$ cat src/buic_map.svh
`ifndef BUIC_MAP_SVH
`define BUIC_MAP_SVH
// Bounce time of the switches, in microseconds
`define BUIC_BOUNCE_US 2000
`define BUIC_CLK_MHZ 40
// Stable interval longer than the bounce time: bounce plus one half
`define BUIC_DEBOUNCE_CYCLES ((`BUIC_BOUNCE_US * `BUIC_CLK_MHZ * 3) / 2)
`define BUIC_LED_COUNT 8
`define BUIC_LED_RESET 8'h00
// Configuration status pin is active low: high is dark
`define BUIC_CFG_DARK 1'b1
`endif

$ cat src/buic_pkg.sv
package buic_pkg;
    typedef enum logic [1:0] {
        BUIC_Q_IDLE,
        BUIC_Q_OPEN,
        BUIC_Q_MID
    } buic_quad_e;
    typedef logic [7:0] buic_led_t;
endpackage

$ cat src/buic_filt_if.sv
`timescale 1ns/1ps
interface buic_filt_if #(parameter int N = 8);
    logic [N-1:0] raw;
    logic [N-1:0] clean;
    modport ctrl (output raw, input clean);
    modport filt (input raw, output clean);
endinterface

$ cat src/buic_debounce.sv
`timescale 1ns/1ps
`include "buic_map.svh"
module buic_debounce
    import buic_pkg::*;
#(
    parameter int N = 8,
    parameter logic [N-1:0] IDLE = '0,
    parameter int CYCLES = `BUIC_DEBOUNCE_CYCLES
) (
    input wire logic clk,
    input wire logic reset_n,
    buic_filt_if.filt port
);
    localparam int CW = $clog2(CYCLES + 1);
    logic [N-1:0] s1_q, s2_q, s3_q, s1_d, s2_d, s3_d;
    logic [N-1:0] clean_q, clean_d;
    logic [N-1:0][CW-1:0] cnt_q, cnt_d;
    always_comb begin
        s1_d = port.raw;
        s2_d = s1_q;
        s3_d = s2_q;
    end
    genvar i;
    for (i = 0; i < N; i++) begin : g_bit
        always_comb begin
            clean_d[i] = clean_q[i];
            cnt_d[i] = '0;
            // Only a level held by s2 and s3 alike, differing, and stable long enough
            if (s2_q[i] == s3_q[i] && s3_q[i] != clean_q[i]) begin
                if (cnt_q[i] == CW'(CYCLES - 1)) begin
                    clean_d[i] = s3_q[i];
                end else begin
                    cnt_d[i] = cnt_q[i] + CW'(1);
                end
            end
        end
    end
    always_ff @(posedge clk or negedge reset_n) begin
        if (!reset_n) begin
            s1_q <= IDLE;
            s2_q <= IDLE;
            s3_q <= IDLE;
            clean_q <= IDLE;
            cnt_q <= '0;
        end else begin
            s1_q <= s1_d;
            s2_q <= s2_d;
            s3_q <= s3_d;
            clean_q <= clean_d;
            cnt_q <= cnt_d;
        end
    end
    assign port.clean = clean_q;
    a_clean_needs_stable: assert property (@(posedge clk) disable iff (!reset_n)
        (clean_q != $past(clean_q)) |-> (clean_q == $past(s3_q)
        && $past(s2_q) == $past(s3_q)))
        else $error("filtered value changed without a stable input");
endmodule

$ cat src/buic_top.sv
`timescale 1ns/1ps
`include "buic_map.svh"
module buic_top
    import buic_pkg::*;
#(
    parameter int DEBOUNCE_CYCLES = `BUIC_DEBOUNCE_CYCLES,
    parameter int LED_COUNT = `BUIC_LED_COUNT
) (
    input wire logic clk,
    input wire logic reset_n,
    input wire logic hold_enable,
    input wire logic sleep_request,
    input wire logic button_up,
    input wire logic button_right,
    input wire logic button_down,
    input wire logic button_left,
    input wire logic knob_press,
    input wire logic knob_phase_first,
    input wire logic knob_phase_second,
    input wire logic [3:0] slide_switch,
    input wire logic [LED_COUNT-1:0] led_request,
    input wire logic wake_user_value,
    input wire logic config_done,
    input wire logic config_clearing,
    input wire logic integrity_check_enable,
    input wire logic integrity_error,
    input wire logic prom_attach_jumper,
    input wire logic prom_enable_n,
    input wire logic config_user_value,
    output logic [LED_COUNT-1:0] led_out,
    output logic wake_status_pin,
    output logic config_status_out,
    output logic config_status_oe,
    output logic [3:0] buttons_clean,
    output logic press_clean,
    output logic [3:0] switches_clean,
    output logic step_pulse,
    output logic step_clockwise,
    output logic held
);
    // Bit order of the filtered bus: 3:0 buttons, 4 press, 8:5 switches,
    // 9 first phase, 10 second phase, 11 sleep request.
    localparam int NF = 12;
    localparam logic [NF-1:0] IDLE_LVL = 12'h000;
    buic_filt_if #(.N(NF)) fif ();
    assign fif.raw = {sleep_request, knob_phase_second, knob_phase_first,
                      slide_switch, knob_press, button_left, button_down,
                      button_right, button_up};
    buic_debounce #(.N(NF), .IDLE(IDLE_LVL), .CYCLES(DEBOUNCE_CYCLES)) u_filt (
        .clk(clk),
        .reset_n(reset_n),
        .port(fif.filt)
    );
    logic pa, pb, sleep_f;
    assign pa = fif.clean[9];
    assign pb = fif.clean[10];
    assign sleep_f = fif.clean[11];

    // Hold state
    logic held_q, held_d;
    always_comb begin
        held_d = hold_enable && sleep_f;
    end

    // Quadrature decoder: a cycle starts when one phase opens from the detent,
    // passes through both open, and ends when the first phase to open closes while the other is still open.
    buic_quad_e qst_q, qst_d;
    logic dir_q, dir_d;
    logic step_q, step_d;
    logic stepdir_q, stepdir_d;
    always_comb begin
        qst_d = qst_q;
        dir_d = dir_q;
        step_d = 1'b0;
        stepdir_d = stepdir_q;
        if (held_q) begin
            qst_d = qst_q;
        end else begin
            case (qst_q)
                BUIC_Q_IDLE: begin
                    if (pa && !pb) begin
                        qst_d = BUIC_Q_OPEN;
                        dir_d = 1'b1;
                    end else if (pb && !pa) begin
                        qst_d = BUIC_Q_OPEN;
                        dir_d = 1'b0;
                    end
                end
                BUIC_Q_OPEN: begin
                    if (pa && pb) begin
                        qst_d = BUIC_Q_MID;
                    end else if (!pa && !pb) begin
                        qst_d = BUIC_Q_IDLE;
                    end
                end
                BUIC_Q_MID: begin
                    // Closing order must match the opening order
                    if (!pa && !pb) begin
                        qst_d = BUIC_Q_IDLE;
                    end else if (dir_q ? (!pa && pb) : (pa && !pb)) begin
                        qst_d = BUIC_Q_IDLE;
                        step_d = 1'b1;
                        stepdir_d = dir_q;
                    end
                end
                default: qst_d = BUIC_Q_IDLE;
            endcase
        end
    end

    // Indicator, button, press and switch outputs, frozen while held; wake and config status are not
    logic [LED_COUNT-1:0] led_q, led_d;
    logic wake_q, wake_d;
    logic cfg_q, cfg_d;
    logic cfg_oe_q, cfg_oe_d;
    logic [3:0] btn_q, btn_d;
    logic press_q, press_d;
    logic [3:0] sw_q, sw_d;
    always_comb begin
        led_d = led_q;
        btn_d = btn_q;
        press_d = press_q;
        sw_d = sw_q;
        if (!held_q) begin
            led_d = led_request;
            btn_d = fif.clean[3:0];
            press_d = fif.clean[4];
            sw_d = fif.clean[8:5];
        end
        if (hold_enable) begin
            wake_d = !held_d;
        end else begin
            wake_d = wake_user_value;
        end
        cfg_oe_d = 1'b1;
        if (config_clearing) begin
            cfg_d = 1'b0;
        end else if (!config_done) begin
            cfg_d = 1'b0;
        end else if (prom_attach_jumper) begin
            cfg_d = prom_enable_n;
        end else if (integrity_check_enable) begin
            cfg_d = integrity_error ? 1'b0 : `BUIC_CFG_DARK;
            cfg_oe_d = integrity_error;
        end else begin
            cfg_d = config_user_value;
        end
    end

    always_ff @(posedge clk or negedge reset_n) begin
        if (!reset_n) begin
            held_q <= 1'b0;
            qst_q <= BUIC_Q_IDLE;
            dir_q <= 1'b0;
            step_q <= 1'b0;
            stepdir_q <= 1'b0;
            led_q <= `BUIC_LED_RESET;
            wake_q <= 1'b0;
            cfg_q <= `BUIC_CFG_DARK;
            cfg_oe_q <= 1'b0;
            btn_q <= 4'h0;
            press_q <= 1'b0;
            sw_q <= 4'h0;
        end else begin
            held_q <= held_d;
            qst_q <= qst_d;
            dir_q <= dir_d;
            step_q <= step_d;
            stepdir_q <= stepdir_d;
            led_q <= led_d;
            wake_q <= wake_d;
            cfg_q <= cfg_d;
            cfg_oe_q <= cfg_oe_d;
            btn_q <= btn_d;
            press_q <= press_d;
            sw_q <= sw_d;
        end
    end

    assign led_out = led_q;
    assign wake_status_pin = wake_q;
    assign config_status_out = cfg_q;
    assign config_status_oe = cfg_oe_q;
    assign buttons_clean = btn_q;
    assign press_clean = press_q;
    assign switches_clean = sw_q;
    assign step_pulse = step_q;
    assign step_clockwise = stepdir_q;
    assign held = held_q;

    a_hold_entry: assert property (@(posedge clk) disable iff (!reset_n)
        (hold_enable && sleep_f) |=> held_q)
        else $error("hold not entered");
    a_hold_freezes_leds: assert property (@(posedge clk) disable iff (!reset_n)
        held_q |=> $stable(led_q))
        else $error("indicators changed while held");
    a_wake_shows_hold: assert property (@(posedge clk) disable iff (!reset_n)
        hold_enable |=> (wake_status_pin == !held_q))
        else $error("wake pin does not show hold state");
    a_no_hold_disabled: assert property (@(posedge clk) disable iff (!reset_n)
        !hold_enable |=> !held_q)
        else $error("held while feature disabled");
    a_wake_user_drive: assert property (@(posedge clk) disable iff (!reset_n)
        !hold_enable |=> (wake_status_pin == $past(wake_user_value)))
        else $error("wake pin ignores user value");
    a_step_single: assert property (@(posedge clk) disable iff (!reset_n)
        step_pulse |=> !step_pulse)
        else $error("step pulse longer than one cycle");
    a_step_from_mid: assert property (@(posedge clk) disable iff (!reset_n)
        step_d |-> (qst_q == BUIC_Q_MID && qst_d == BUIC_Q_IDLE))
        else $error("step without full cycle");
    a_step_dir_open: assert property (@(posedge clk) disable iff (!reset_n)
        (qst_q == BUIC_Q_IDLE && pa && !pb && !held_q) |=> dir_q)
        else $error("direction not from first opening phase");
    a_cfg_fail_lit: assert property (@(posedge clk) disable iff (!reset_n)
        (!config_done && !config_clearing) |=> !config_status_out)
        else $error("failed configuration not flagged");
    a_cfg_crc_low: assert property (@(posedge clk) disable iff (!reset_n)
        (config_done && !config_clearing && !prom_attach_jumper
         && integrity_check_enable && integrity_error)
        |=> (!config_status_out && config_status_oe))
        else $error("integrity error not driven low");
    c_step_cw: cover property (@(posedge clk) disable iff (!reset_n)
        step_pulse && step_clockwise);
    c_step_ccw: cover property (@(posedge clk) disable iff (!reset_n)
        step_pulse && !step_clockwise);
    c_hold_cycle: cover property (@(posedge clk) disable iff (!reset_n)
        held_q ##1 !held_q);
endmodule

$ cat config.mk
export PLATFORM = sky130hd
export DESIGN_NAME = buic_top
export DESIGN_NICKNAME = d
export VERILOG_FILES = /design/src/buic_pkg.sv /design/src/buic_filt_if.sv /design/src/buic_debounce.sv /design/src/buic_top.sv
export VERILOG_INCLUDE_DIRS = /design/src
export SDC_FILE = /design/constraint.sdc
export NUM_CORES = 1
export LEC_CHECK = 0
export ABC_AREA = 1
export BUFFER_PORTS_ARGS = -buffer_cell sky130_fd_sc_hd__buf_2
export CORE_MARGIN = 10
export CORE_UTILIZATION = 25
export CTS_BUF_LIST = sky130_fd_sc_hd__clkbuf_4
export DETAILED_ROUTE_END_ITERATION = 10
export PLACE_DENSITY_LB_ADDON = 0.1
export SYNTH_ARGS = -nofsm -noshare
export SYNTH_HDL_FRONTEND = slang
export SYNTH_HIERARCHICAL = 1
export SYNTH_SLANG_ARGS = --single-unit
$ cat constraint.sdc
create_clock -name clk -period 2.7 [get_ports clk]
set_clock_uncertainty 0.05 [all_clocks]
set_input_delay 0.27 -clock clk [delete_from_list [all_inputs] [get_ports clk]]
set_output_delay 0.27 -clock clk [all_outputs]
set_load 0.01 [all_outputs]
==> flow_summary.toml <==
[run_status]
status = "finished clean"

[placement]
routabilityCongestion = 0.809
placedInstanceArea_um2 = 15500
hpwlAfterDp_um = 23200
port_buffers = 53
place_ws_ns = 1.08

[clock_network]
postCtsSetupRepairBufs = 0
htree_levels = 3
cts_root_buf = "clkbuf_4"
clock_latency_ns = 0.79
clk_pin_slew_ns = 0.06
clock_path_buffers = 3
cts_buffers = 86
cts_tree = "yes"
ctsResizeCount = 0
holdBufCountCts = 43
numClockSinks = 278

[layout]
final_cell_area_um2 = 17000
nets = 2020
seq_area_um2 = 6960
drive_above_1_share_pct = 13.1
nFillCells = 6182
final_util_pct = 30.1
area_delta_synth_final_pct = 18.9
multi_input_area_um2 = 6570

[floorplan]
io_pins = 54
die_area_um2 = 67000
num_rows = 87
start_util_pct = 25.3
die_y_um = 259
core_area_um2 = 56400
chipWidth_um = 259

[drt]
num_vias = 11600
antenna_left = 0
drt_iter0_drc = 591
drt_wl_total_um = 33900
avgViaCountPerCell = 4.17
avgRoutedWirePerCell_um = 12.2
met2WireLength_um = 14700
post-route-drc-count = 0
top_layer = "met4"
met1Wirelength_um = 16600
met3_length_um = 1680
dr.pass1.iters = 5

[global_route]
grt_pass1_vias = 11800
grt_antenna_before_repair = 2
grt_usage_pct = 10.4
gr-total-overflow = 0
grt_start_max_net_pins = 79
grt_pass1_wl_um = 58200

[yosys]
synth_warnings = 6
synth_area_um2 = 14300
synth_seq_cells = 278
syn_nets = 1838
yosysUniqueCellTypes = 38
synth_seq_area_share_pct = 48.8
syn_avg_cell_area_um2 = 7.97
synth-edff-count = 0
async_flop_share_pct = 100
synthCells = 1790
ys.flop_type = "dfrtp_1"

[timing]
fin_tns_setup_ns = 0
rsz0062_at_grt = "no"
maxSlewHeadroom_pct = 67.7
drv_slew = 0
setup_violations = 0
worst_pin_slew_ns = 0.482
timing.final.crit_share_pct = 72.0
finalCriticalPeriod_ns = 1.94
timing.hold.ws_ns = 0.129
hold_viol_final = 0
fmax_ghz = 0.515
setup_ws_ns = 0.757

[critical_path]
critPathMaxStageDelay_ns = 0.34
cp_slowest_cell = "dfrtp_1"
cp_max_fo = 20
crit_family = "buffers and inverters"
cp_cell_sequence = "buf_4, buf_2"
worst-path-buf-inv = 2
cp-start-kind = "register"
critical_path_class = "register to output port"
crit_required_ns = 2.38
cp-end-kind = "output port"
arrival_ns = 1.62

[run]
cap_violations = 0

[power_and_ir_drop]
ir_drop_uv = 262
p_per_area_nw_per_um2 = 511
power.leakage_uw = 0.00729

[hold_path]
min_path_type = "primary input to register"
[cell usage after synthesis, drive strengths merged (16+ instances only)]
master	number	share of area (%)
nor2	445	13
ha	17	1.5
nand3	136	5.3
xor2	79	4.9
nand2	454	12
a21oi	28	0.98
nor3b	16	0.84
xnor2	31	1.9
inv	178	4.7
o21ai	20	0.70
nand4	28	1.2
dfrtp	277	49
nor3	22	1.1
[cells in the final DEF, fill, tap and decap left out, types with 12 or more instances in the layout]
cell and n:
a21oi_1 28, buf_2 52, clkbuf_4 114, clkinv_1 20, dfrtp_1 277, dlygate4sd3_1 42, ha_1 17, inv_1 174
nand2_1 439, nand2_2 12, nand3_1 122, nand3_2 13, nand3b_1 12, nand4_1 28, nor2_1 403, nor2_2 30
nor3_1 14, nor3b_1 16, o21a_1 12, o21ai_0 15, xnor2_1 31, xor2_1 79
[worst reg2reg max path, stage by stage, from the launching register on]
cell and delay, ns:
dfrtp_1 0.41, ha_1 0.23, nand3_2 0.14, nor2_1 0.12, nand3_1 0.07, nand2_1 0.34
nor2_1 0.09
[final timing paths]
| kind | startpoint | endpoint | slack [ns] | cells past startpoint |
|---|---|---|---|---|
| max in group asynchronous | reset_n | u_filt/cnt_q[93]$_DFF_PN0_ | 1.52 | 4 |
| setup / recovery | held$_DFF_PN0_ | held | 0.76 | 2 |
| hold reg to reg | u_filt/s1_q[5]$_DFF_PN0_ | u_filt/s2_q[5]$_DFF_PN0_ | 0.27 | 0 |
| hold / removal | slide_switch[0] | u_filt/s1_q[5]$_DFF_PN0_ | 0.13 | 2 |
| min in group asynchronous | reset_n | config_status_out$_DFF_PN1_ | 0.57 | 3 |
| setup reg to reg | u_filt/cnt_q[170]$_DFF_PN0_ | u_filt/cnt_q[175]$_DFF_PN0_ | 1.08 | 6 |
[cell families after synthesis]
kind of cell | synth area share, %
fa+ha+maj | 1.49
buf+inv | 5.16
flops | 48.8
simple gates | 35.0
xor+xnor | 6.76
compound gates | 2.78
[power by group]
group	internal [uW]	total [uW]	switching [uW]
clock network	2120	4030	1910
registers	4240	4280	49.1
logic	126	359	233
total	6480	8670	2190
[flip-flops by register name (all words and copies together) (netlist names)]
name	flops
buttons_clean	4
wake_status_pin	1
step_clockwise	1
u_filt/cnt_q	204
u_filt/port.clean	12
held	1
qst_q	2
step_pulse	1
press_clean	1
u_filt/s2_q	12
switches_clean	4
config_status_oe	1
u_filt/s3_q	12
u_filt/s1_q	12
dir_q	1
config_status_out	1
led_out	8
[metrics by stage]
stage               power (uW)  std cells
finish                    8670       2780
floorplan                 4490       1790
CTS                       8990       2778
global placement          4680       2597
detailed placement        4690       2597
global route              9220       2780
[final cells by class]
| type | instances | area share [%] |
|---|---|---|
| diodes | 2 | 0.0295 |
| clock buffers | 114 | 5.05 |
| multi-input cells | 1324 | 38.7 |
| clock inverters | 24 | 0.856 |
| inverters | 180 | 3.99 |
| well taps | 756 | 5.58 |
| flip-flops and latches | 278 | 41.0 |
| repair buffers | 102 | 4.75 |
[layer usage]
metal	vias up	GRT usage, %
met3	73	3.22
met5	-	0
met1	5359	13.3
met2	169	16.0
li1	5994	-
met4	0	4.18
No activity file was read; power rests on OpenSTA's default activity.
